File: src/acs_pkg.sv
package acs_pkg;
  // register offsets on the plain port
  localparam logic [2:0] A_SC1 = 3'h0;
  localparam logic [2:0] A_SC2 = 3'h1;
  localparam logic [2:0] A_CFG = 3'h2;
  localparam logic [2:0] A_CVH = 3'h3;
  localparam logic [2:0] A_CVL = 3'h4;
  localparam logic [2:0] A_RH  = 3'h5;
  localparam logic [2:0] A_RL  = 3'h6;
  // field positions
  localparam int SC1_CONVERSION_COMPLETE_FLAG  = 7;
  localparam int SC1_COMPLETE_INTERRUPT_ENABLE  = 6;
  localparam int SC1_CONT  = 5;
  localparam int SC2_ACT   = 7;
  localparam int SC2_HWT   = 6;
  localparam int SC2_COMPARE_FUNCTION_ENABLE  = 5;
  localparam int SC2_COMPARE_GREATER_SELECT = 4;
  localparam int CFG_DIV   = 5;
  localparam int CFG_LSMP  = 4;
  localparam int CFG_MODE  = 2;
  localparam int CFG_CLK   = 0;
  // field encodings and reset values
  localparam logic [4:0] CH_OFF    = 5'h1F;
  localparam logic [1:0] MODE_8    = 2'h0;
  localparam logic [1:0] MODE_12   = 2'h1;
  localparam logic [1:0] MODE_10   = 2'h2;
  localparam logic [1:0] CLK_BUS   = 2'h0;
  localparam logic [1:0] CLK_BUS2  = 2'h1;
  localparam logic [1:0] CLK_ALT   = 2'h2;
  localparam logic [1:0] CLK_ASYNC = 2'h3;
  localparam logic [7:0] REG_RST   = 8'h00;
  // timing
  localparam int CLK_NS = 25;
  localparam int ASYNC_START_NS = 5000;
  localparam int ASYNC_START_CYC = ASYNC_START_NS / CLK_NS;
  localparam logic [7:0] ASYNC_START_LAST = 8'(ASYNC_START_CYC - 1);
  localparam logic [3:0] ASYNC_TICK_LAST = 4'h7;
  localparam logic [7:0] SAMP_SHORT = 8'h04;
  localparam logic [7:0] SAMP_LONG = 8'h18;
  localparam logic [7:0] SAMP_SHORT_LAST = SAMP_SHORT - 8'h01;
  localparam logic [7:0] SAMP_LONG_LAST = SAMP_LONG - 8'h01;
  localparam logic [3:0] SAR_TOP_12 = 4'hB;
  localparam logic [3:0] SAR_TOP_9 = 4'h8;
  // sequencer states
  typedef enum logic [2:0] {
    ST_IDLE    = 3'h0,
    ST_WARM    = 3'h1,
    ST_SAMPLE  = 3'h2,
    ST_CONVERT = 3'h3,
    ST_XFER    = 3'h4
  } acs_state_t;
endpackage

File: src/acs_conv_seq.sv
`timescale 1ns/10ps
`default_nettype none

module acs_conv_seq (
  input  wire logic       clk_in,
  input  wire logic       rst_in,
  input  wire logic [2:0] addr_in,
  input  wire logic [7:0] wdata_in,
  input  wire logic       wr_in,
  input  wire logic       rd_in,
  input  wire logic       hw_trig_in,
  input  wire logic       alt_clk_in,
  input  wire logic       stop_mode_in,
  input  wire logic       comparator_in,
  output logic [7:0]      rdata_out,
  output logic            irq_out,
  output logic            active_out,
  output logic            sample_out,
  output logic [4:0]      channel_out,
  output logic            async_clk_en_out,
  output logic [11:0]     dac_code_out
);
  typedef struct packed {
    acs_pkg::acs_state_t st;
    logic                conversion_complete_flag;
    logic                complete_interrupt_enable;
    logic                cont;
    logic [4:0]          ch;
    logic                hwt;
    logic                compare_function_enable;
    logic                compare_greater_select;
    logic [7:0]          cfg;
    logic [7:0]          cvh;
    logic [7:0]          cvl;
    logic [7:0]          rh;
    logic [7:0]          rl;
    logic [7:0]          rdata;
    logic                rh_read;
    logic [7:0]          cnt;
    logic                hw_s1;
    logic                hw_s2;
    logic                hw_prev;
    logic                alt_s1;
    logic                alt_s2;
    logic                alt_prev;
    logic                half;
    logic [3:0]          acnt;
    logic                atick;
    logic                aen;
    logic                sar_start;
    logic                sampling;
    logic                active;
    logic                irq;
  } acs_core_t;

  acs_core_t   s;
  acs_core_t   next_s;
  logic [1:0]  clk_sel;
  logic [1:0]  mode;
  logic        src_tick;
  logic        converter_clock;
  logic [11:0] code;
  logic        sar_done;
  logic [8:0]  r8;
  logic [10:0] r10;
  logic [11:0] res;
  logic [12:0] diff;
  logic        cmp_ok;
  logic [11:0] val;
  logic [15:0] stored;
  logic        blocked;
  logic        can_start;
  logic        hw_start;
  logic [7:0]  samp_last;
  logic        set_conversion_complete_flag;
  logic [7:0]  rd_mux;

  // first state of a conversion: warm the internal clock when it is cold
  function automatic acs_pkg::acs_state_t first_state(input logic [1:0] sel,
                                                       input logic warm);
    first_state = (sel == acs_pkg::CLK_ASYNC && !warm) ? acs_pkg::ST_WARM
                                                        : acs_pkg::ST_SAMPLE;
  endfunction

  // configuration decode
  assign clk_sel = s.cfg[acs_pkg::CFG_CLK +: 2];
  assign mode = s.cfg[acs_pkg::CFG_MODE +: 2];
  assign samp_last = s.cfg[acs_pkg::CFG_LSMP] ? acs_pkg::SAMP_LONG_LAST
                                              : acs_pkg::SAMP_SHORT_LAST;

  // converter clock source; bus, half bus and alternate need no wake state
  // wait-usable sources
  assign src_tick = (clk_sel == acs_pkg::CLK_BUS) ? 1'b1 :
                    (clk_sel == acs_pkg::CLK_BUS2) ? s.half :
                    (clk_sel == acs_pkg::CLK_ALT) ? (s.alt_s2 & ~s.alt_prev) :
                    s.atick;

  acs_tick u_tick (
    .clk_in   (clk_in),
    .rst_in   (rst_in),
    .clear_in (s.st == acs_pkg::ST_IDLE),
    .src_in   (src_tick),
    .div_in   (s.cfg[acs_pkg::CFG_DIV +: 2]),
    .tick_out (converter_clock)
  );

  acs_sar u_sar (
    .clk_in   (clk_in),
    .rst_in   (rst_in),
    .start_in (s.sar_start),
    .step_in  (converter_clock),
    .wide_in  (mode != acs_pkg::MODE_8),
    .cmp_in   (comparator_in),
    .code_out (code),
    .done_out (sar_done)
  );

  // rounding with saturation at full scale
  assign r8 = {1'b0, code[8:1]} + {8'h00, code[0]};
  assign r10 = {1'b0, code[11:2]} + {10'h000, code[1]};
  assign res = (mode == acs_pkg::MODE_8) ? {4'h0, (r8[8] ? 8'hFF : r8[7:0])} :
               (mode == acs_pkg::MODE_10) ? {2'h0, (r10[10] ? 10'h3FF : r10[9:0])} :
               code;

  // result plus two's complement of compare value
  assign diff = {1'b0, res} + {1'b0, ~{s.cvh[3:0], s.cvl}} + 13'h0001;
  assign cmp_ok = s.compare_greater_select ? diff[12] : !diff[12];
  // difference loaded when compare is on
  assign val = s.compare_function_enable ? diff[11:0] : res;
  assign stored = (mode == acs_pkg::MODE_8) ? {8'h00, val[7:0]} : {4'h0, val};
  // high byte read and low byte pending
  assign blocked = (mode != acs_pkg::MODE_8) && s.rh_read;

  // no start in stop unless internal clock is selected
  assign can_start = !stop_mode_in || clk_sel == acs_pkg::CLK_ASYNC;
  // trigger still honoured in wait; edges ignored while busy
  assign hw_start = s.hwt && s.hw_s2 && !s.hw_prev && s.ch != acs_pkg::CH_OFF
                    && can_start;

  // register read mux
  always_comb begin
    case (addr_in)
      acs_pkg::A_SC1: rd_mux = {s.conversion_complete_flag, s.complete_interrupt_enable, s.cont, s.ch};
      acs_pkg::A_SC2: rd_mux = {s.active, s.hwt, s.compare_function_enable, s.compare_greater_select, 4'h0};
      acs_pkg::A_CFG: rd_mux = s.cfg;
      acs_pkg::A_CVH: rd_mux = s.cvh;
      acs_pkg::A_CVL: rd_mux = s.cvl;
      acs_pkg::A_RH: rd_mux = s.rh;
      acs_pkg::A_RL: rd_mux = s.rl;
      default: rd_mux = 8'h00;
    endcase
  end

  // sequencer, register side effects, synchronisers
  always_comb begin
    next_s = s;
    set_conversion_complete_flag = 1'b0;
    next_s.sar_start = 1'b0;
    next_s.atick = 1'b0;
    next_s.hw_s1 = hw_trig_in;
    next_s.hw_s2 = s.hw_s1;
    next_s.hw_prev = s.hw_s2;
    next_s.alt_s1 = alt_clk_in;
    next_s.alt_s2 = s.alt_s1;
    next_s.alt_prev = s.alt_s2;
    // half rate restarts in phase at every start from idle, so sample length is repeatable
    next_s.half = (s.st == acs_pkg::ST_IDLE) | ~s.half;
    // internal clock generator, kept alive in stop
    if (s.aen) begin
      if (s.acnt == acs_pkg::ASYNC_TICK_LAST) begin
        next_s.acnt = 4'h0;
        next_s.atick = 1'b1;
      end else begin
        next_s.acnt = s.acnt + 4'h1;
      end
    end else begin
      next_s.acnt = 4'h0;
    end
    case (s.st)
      acs_pkg::ST_IDLE: begin
        if (hw_start) begin
          next_s.st = first_state(clk_sel, s.aen);
          next_s.cnt = 8'h00;
        end
      end
      acs_pkg::ST_WARM: begin
        if (s.cnt == acs_pkg::ASYNC_START_LAST) begin
          next_s.st = acs_pkg::ST_SAMPLE;
          next_s.cnt = 8'h00;
        end else begin
          next_s.cnt = s.cnt + 8'h01;
        end
      end
      // ticks come from the bus domain, so a slow bus stretches them
      acs_pkg::ST_SAMPLE: begin
        if (converter_clock) begin
          if (s.cnt == samp_last) begin
            next_s.st = acs_pkg::ST_CONVERT;
            next_s.sar_start = 1'b1;
          end else begin
            next_s.cnt = s.cnt + 8'h01;
          end
        end
      end
      // stale done of an older run is masked by the start pulse
      acs_pkg::ST_CONVERT: begin
        if (sar_done && !s.sar_start) begin
          next_s.st = acs_pkg::ST_XFER;
        end
      end
      // one bus cycle for the hand-over
      acs_pkg::ST_XFER: begin
        next_s.cnt = 8'h00;
        if (s.compare_function_enable && !cmp_ok) begin
          next_s.st = s.cont ? first_state(clk_sel, s.aen) : acs_pkg::ST_IDLE;
        end else if (blocked) begin
          next_s.st = first_state(clk_sel, s.aen);
        end else begin
          // flag set in any power mode
          next_s.rh = stored[15:8];
          next_s.rl = stored[7:0];
          next_s.conversion_complete_flag = 1'b1;
          set_conversion_complete_flag = 1'b1;
          next_s.st = s.cont ? first_state(clk_sel, s.aen) : acs_pkg::ST_IDLE;
        end
      end
      default: next_s.st = acs_pkg::ST_IDLE;
    endcase
    // reads; a flag set in the same cycle wins over the clear
    next_s.rdata = rd_in ? rd_mux : 8'h00;
    if (rd_in && addr_in == acs_pkg::A_RH && mode != acs_pkg::MODE_8) begin
      next_s.rh_read = 1'b1;
    end
    if (rd_in && addr_in == acs_pkg::A_RL) begin
      next_s.rh_read = 1'b0;
      if (!set_conversion_complete_flag) begin
        next_s.conversion_complete_flag = 1'b0;
      end
    end
    // writes; any control write aborts, results kept
    if (wr_in) begin
      case (addr_in)
        acs_pkg::A_SC1: begin
          next_s.complete_interrupt_enable = wdata_in[acs_pkg::SC1_COMPLETE_INTERRUPT_ENABLE];
          next_s.cont = wdata_in[acs_pkg::SC1_CONT];
          next_s.ch = wdata_in[4:0];
          next_s.cnt = 8'h00;
          if (!set_conversion_complete_flag) begin
            next_s.conversion_complete_flag = 1'b0;
          end
          if (wdata_in[4:0] != acs_pkg::CH_OFF && !s.hwt && can_start) begin
            next_s.st = first_state(clk_sel, s.aen);
          end else begin
            next_s.st = acs_pkg::ST_IDLE;
          end
        end
        acs_pkg::A_SC2: begin
          next_s.hwt = wdata_in[acs_pkg::SC2_HWT];
          next_s.compare_function_enable = wdata_in[acs_pkg::SC2_COMPARE_FUNCTION_ENABLE];
          next_s.compare_greater_select = wdata_in[acs_pkg::SC2_COMPARE_GREATER_SELECT];
          next_s.st = acs_pkg::ST_IDLE;
        end
        acs_pkg::A_CFG: begin
          next_s.cfg = wdata_in;
          next_s.st = acs_pkg::ST_IDLE;
        end
        acs_pkg::A_CVH: begin
          next_s.cvh = wdata_in;
          next_s.st = acs_pkg::ST_IDLE;
        end
        acs_pkg::A_CVL: begin
          next_s.cvl = wdata_in;
          next_s.st = acs_pkg::ST_IDLE;
        end
        default: begin
        end
      endcase
    end
    if (stop_mode_in && clk_sel != acs_pkg::CLK_ASYNC) begin
      next_s.st = acs_pkg::ST_IDLE;
    end
    // generator runs only when chosen and busy
    next_s.aen = next_s.st != acs_pkg::ST_IDLE
                 && next_s.cfg[acs_pkg::CFG_CLK +: 2] == acs_pkg::CLK_ASYNC;
    next_s.sampling = next_s.st == acs_pkg::ST_SAMPLE;
    next_s.active = next_s.st != acs_pkg::ST_IDLE;
    next_s.irq = next_s.conversion_complete_flag & next_s.complete_interrupt_enable;
  end

  // reset clears results and disables the channel
  always_ff @(posedge clk_in or posedge rst_in) begin
    if (rst_in) begin
      s <= '0;
      s.ch <= acs_pkg::CH_OFF;
    end else begin
      s <= next_s;
    end
  end

  // outputs straight from flops
  assign rdata_out = s.rdata;
  assign irq_out = s.irq;
  assign active_out = s.active;
  assign sample_out = s.sampling;
  assign channel_out = s.ch;
  assign async_clk_en_out = s.aen;
  assign dac_code_out = code;
endmodule // acs_conv_seq
`default_nettype wire

File: src/acs_tick.sv
`timescale 1ns/10ps
`default_nettype none
// converter clock as a tick: source divided by 1, 2, 4 or 8
module acs_tick (
  input  wire logic       clk_in,
  input  wire logic       rst_in,
  input  wire logic       clear_in,
  input  wire logic       src_in,
  input  wire logic [1:0] div_in,
  output logic            tick_out
);
  typedef struct packed {
    logic [2:0] cnt;
    logic       tick;
  } acs_tick_t;
  acs_tick_t  s;
  acs_tick_t  next_s;
  logic [2:0] last;

  // count source ticks, restart phase while idle
  always_comb begin
    last = 3'((4'h1 << div_in) - 4'h1);
    next_s = s;
    next_s.tick = 1'b0;
    if (clear_in) begin
      next_s.cnt = 3'h0;
    end else if (src_in) begin
      if (s.cnt >= last) begin
        next_s.cnt = 3'h0;
        next_s.tick = 1'b1;
      end else begin
        next_s.cnt = s.cnt + 3'h1;
      end
    end
  end

  always_ff @(posedge clk_in or posedge rst_in) begin
    if (rst_in) begin
      s <= '0;
    end else begin
      s <= next_s;
    end
  end

  assign tick_out = s.tick;
endmodule // acs_tick
`default_nettype wire

File: src/acs_sar.sv
`timescale 1ns/10ps
`default_nettype none
// successive approximation register, one bit per converter tick
module acs_sar (
  input  wire logic        clk_in,
  input  wire logic        rst_in,
  input  wire logic        start_in,
  input  wire logic        step_in,
  input  wire logic        wide_in,
  input  wire logic        cmp_in,
  output logic [11:0]      code_out,
  output logic             done_out
);
  typedef struct packed {
    logic [11:0] code;
    logic [3:0]  idx;
    logic        busy;
    logic        done;
  } acs_sar_t;
  acs_sar_t s;
  acs_sar_t next_s;

  // trial bit kept when the input is at or above it
  always_comb begin
    next_s = s;
    next_s.done = 1'b0;
    if (start_in) begin
      next_s.busy = 1'b1;
      next_s.idx = wide_in ? acs_pkg::SAR_TOP_12 : acs_pkg::SAR_TOP_9;
      next_s.code = 12'h001 << next_s.idx;
    end else if (s.busy && step_in) begin
      if (!cmp_in) begin
        next_s.code[s.idx] = 1'b0;
      end
      if (s.idx == 4'h0) begin
        next_s.busy = 1'b0;
        next_s.done = 1'b1;
      end else begin
        next_s.idx = 4'(s.idx - 4'h1);
        next_s.code[next_s.idx] = 1'b1;
      end
    end
  end

  always_ff @(posedge clk_in or posedge rst_in) begin
    if (rst_in) begin
      s <= '0;
    end else begin
      s <= next_s;
    end
  end

  assign code_out = s.code;
  assign done_out = s.done;
endmodule // acs_sar
`default_nettype wire

File: config.mk
export PLATFORM = sky130hd
export DESIGN_NAME = acs_conv_seq
export DESIGN_NICKNAME = d
export VERILOG_FILES = /design/src/acs_pkg.sv /design/src/acs_conv_seq.sv /design/src/acs_tick.sv /design/src/acs_sar.sv
export SDC_FILE = /design/constraint.sdc
export NUM_CORES = 1
export LEC_CHECK = 0
export ABC_AREA = 1
export BUFFER_PORTS_ARGS = -buffer_cell sky130_fd_sc_hd__buf_2
export CAP_MARGIN = 20
export CORE_MARGIN = 2
export CORE_UTILIZATION = 55
export DETAILED_ROUTE_END_ITERATION = 6
export PLACE_DENSITY = 0.74
export SLEW_MARGIN = 20
export SYNTH_ARGS = -nofsm -noshare
export SYNTH_HDL_FRONTEND = slang
export SYNTH_HIERARCHICAL = 1
export SYNTH_SLANG_ARGS = --single-unit
File: constraint.sdc
create_clock -name clk_in -period 5.3 [get_ports clk_in]
set_input_delay 0.265 -clock clk_in [delete_from_list [all_inputs] [get_ports clk_in]]
set_output_delay 0.265 -clock clk_in [all_outputs]
set_load 0.005 [all_outputs]
==> results.toml <==
[floorplan]
die-area_mm2 = 0.0127
start_util = 0.565
ios = 48
rows = 39
die_w_um = 113
chipHeight_um = 113
coreArea_mm2 = 0.0115

[routing]
vias = 5612
routed_wirelength_um = 15900
ant_nets = 0
avgViaCountPerCell = 5.46
drc_errors = 0
drtIter0Drc = 567
drtPass1Iterations = 5
wire_per_inst_um = 15.5

[place]
hpwl_um = 12200
numPortBuffers = 47
gp_congestion = 0.945

[setup_path]
arrival_ps = 3810
critPathKind = "reg2reg"
endpoint_kind = "register"
path_buf_inv = 3
cp_data_required_time_ps = 5580
critPathMaxStageDelay_ps = 450
path_common_cell = "nand2_1"
cp-start-kind = "register"
crit_family = "simple AND/OR/NAND/NOR gates"
cpMaxStageDelayCell = "dfrtp_1"
cp_max_fo = 22
crit_path_cell_trace = "ha_1 > ha_1 > nand2_1 > inv_1 > nand2_2 > nor2_4 > nand2_1 > nand2_2 > nor2_1 > a221oi_2 > ha_1 > nand2_1 > inv_1 > nand2_1 > nand2_1 > nand2_1 > nand4_1 > nand3_2 > nand2_2 > inv_2 > o211ai_1 > o22ai_1"

[sta]
fin_setup_tns_ps = 0
maxSlewHeadroom = 0.503
worst_hold_slack_ps = 148
setup_violations = 0
grt_setup_unrepaired = "false"
timing.fmax_mhz = 284
fin_crit_ps = 3530
slew_viol_final = 0
fin_skew_ps = 7.80
final.period_utilization = 0.665
tightest_slew_ps = 746
hold_violations = 0

[power]
pwr-share-seq = 0.391
clkPwrFrac = 0.249
peakVddDrop_uv = 322
powerDensity_mw_per_mm2 = 369
p_switching_w = 0.000996
p_comb_frac = 0.360
power_w = 0.00257
internal_power_w = 0.00158
power_leakage_nw = 3.53
swShare = 0.387

[finish]
fill_cells = 1051
area_growth_syn_to_layout_pct = 7.49
drive_gt1_frac = 0.131
diodes = 0
mostFrequentLayoutCell = "nand2_1"
fin_nets = 922
most-common-layout-cells = "nand2_1, inv_1, dfrtp_1, nor2_1"

[clock_tree]
numClockSinks = 106
clockBufferDepth = 2
numCtsBuffers = 9
cts_root_buf = "clkbuf_16"
cts_tree = "done"
clock_latency_ps = 360
clkTransAtPathRegs_ps = 70
ctsResizeCount = 0
htreeDepth = 3

[outcome]
status = "finished, final reports clean"

[flow_run]
max_cap_viol_count = 0

[logic_synthesis]
yosysUniqueCellTypes = 53
synth-seq-cells = 106
synthFlopType = "dfrtp_1"
synth_nets = 894
synth_largest_area_cell = "dfrtp_1"
ys_seq_area_frac = 0.410
ys_top_cells_by_area = "dfrtp_1, nand2_1, inv_1, nor2_1, ha_1"
syn_area_mm2 = 0.00648
syn_inst = 852
synth_warnings = 6
synth-edff-count = 0
yosysTopAreaCellShare = 0.390
async_flop_share = 1.00
synth.avg_cell_area_um2 = 7.61

[global_routing]
grt_first_pass_wirelength_um = 26500
grt_pass1_vias = 5207
grt_usage = 0.266
grt_max_degree = 85
grt_overflow = 0
grt_antenna_before_repair = 0

[min_path]
min_path_type = "in2reg"
[sequential cells by signal, indices dropped and copies added (netlist names)]
register          cells
rdata_out             8
u_sar/done_out        1
u_sar/code_out       12
next_s                4
channel_out           5
sample_out            1
irq_out               1
mode                  2
clk_sel               2
u_tick/s              3
s                    59
u_tick/tick_out       1
active_out            1
async_clk_en_out      1
u_sar/s               5
[path summary, 6_finish.rpt]
kind / start / end / slack [ps] / cells past startpoint
min in group asynchronous: rst_in / u_tick/s[2] / 360 / 3
max: u_sar/code_out[2] / s[45] / 1770 / 22
min: wdata_in[4] / channel_out[4] / 150 / 3
max reg2reg: u_sar/code_out[2] / s[45] / 1770 / 22
max in group asynchronous: rst_in / s[35] / 4120 / 4
min reg2reg: next_s[12] / next_s[11] / 350 / 0
[cell usage after synthesis, types with 4 or more instances]
| cell | count |
|---|---|
| inv_2 | 8 |
| dfstp_2 | 5 |
| buf_4 | 25 |
| nand4_1 | 10 |
| inv_1 | 123 |
| nor2_2 | 7 |
| nand2_1 | 200 |
| dfrtp_1 | 101 |
| nand2_2 | 8 |
| xnor2_1 | 7 |
| ha_1 | 22 |
| a31oi_1 | 8 |
| o21ai_1 | 22 |
| o22ai_1 | 15 |
| xor2_1 | 9 |
| nand3_1 | 37 |
| a221oi_1 | 6 |
| nor3_1 | 14 |
| a21oi_1 | 35 |
| or2_2 | 4 |
| o21ai_0 | 47 |
| nor2_1 | 83 |
| o211ai_1 | 5 |
[routing by layer]
layer | track usage | vias to the layer above | routed length, µm
met3 | 0.0540 | 19 | 1030
met1 | 0.389 | 2592 | 7570
met5 | 0 | - | 0
li1 | - | 2810 | -
met4 | 0.0732 | 0 | 259
met2 | 0.403 | 191 | 7060
[logic make-up (layout without fill, tap and decap cells)]
family,after synthesis,after routing,share of synthesized area
XOR/XNOR,16,16,0.0216
adder cells (fa/ha/maj),23,23,0.0456
buffers and inverters,166,199,0.115
AO/OA/AOI/OAI,163,163,0.152
multiplexers,1,1,0.00154
AND/OR/NAND/NOR,377,377,0.254
flip-flops,106,106,0.410
[power by group through the flow]
stage,Combinational [W],Clock [W],Sequential (W)
2_1_floorplan,0.000737,0,0.000976
3_3_place_gp,0.000904,0,0.00102
3_5_place_dp,0.000910,0,0.00102
4_1_cts,0.000916,0.000653,0.00100
5_1_grt,0.00106,0.000691,0.00102
6_report,0.000926,0.000639,0.00101
[timing repair]
item / CTS / global route
hold buffers: 3 / 0
hold endpoints to repair: 6 / 0
setup buffers: 0 / 0
[worst min-delay path, stage by stage]
cell     delay [ps]
buf_2           110
nand2_1          50
o21ai_0          70
[layout make-up]
class	instances	area, µm²	area share
inverters	132	497	0.0713
well taps	143	179	0.0257
clock inverters	6	47.5	0.00682
repair buffers	51	277	0.0397
clock buffers	10	229	0.0329
flip-flops and latches	106	2660	0.382
multi-input cells	580	3080	0.442
[stage by stage]
step                      worst slack, ps  std cells  utilization  area, µm²
final                                1770       1028        0.608       6970
after global routing                 1260       1028        0.608       6970
after CTS                            1800       1028        0.607       6960
after detailed placement             1830       1009        0.581       6660
after global placement               1970       1009        0.581       6660
after floorplan                      2270        852            -       6480
Power figures use the tool's default switching activity.
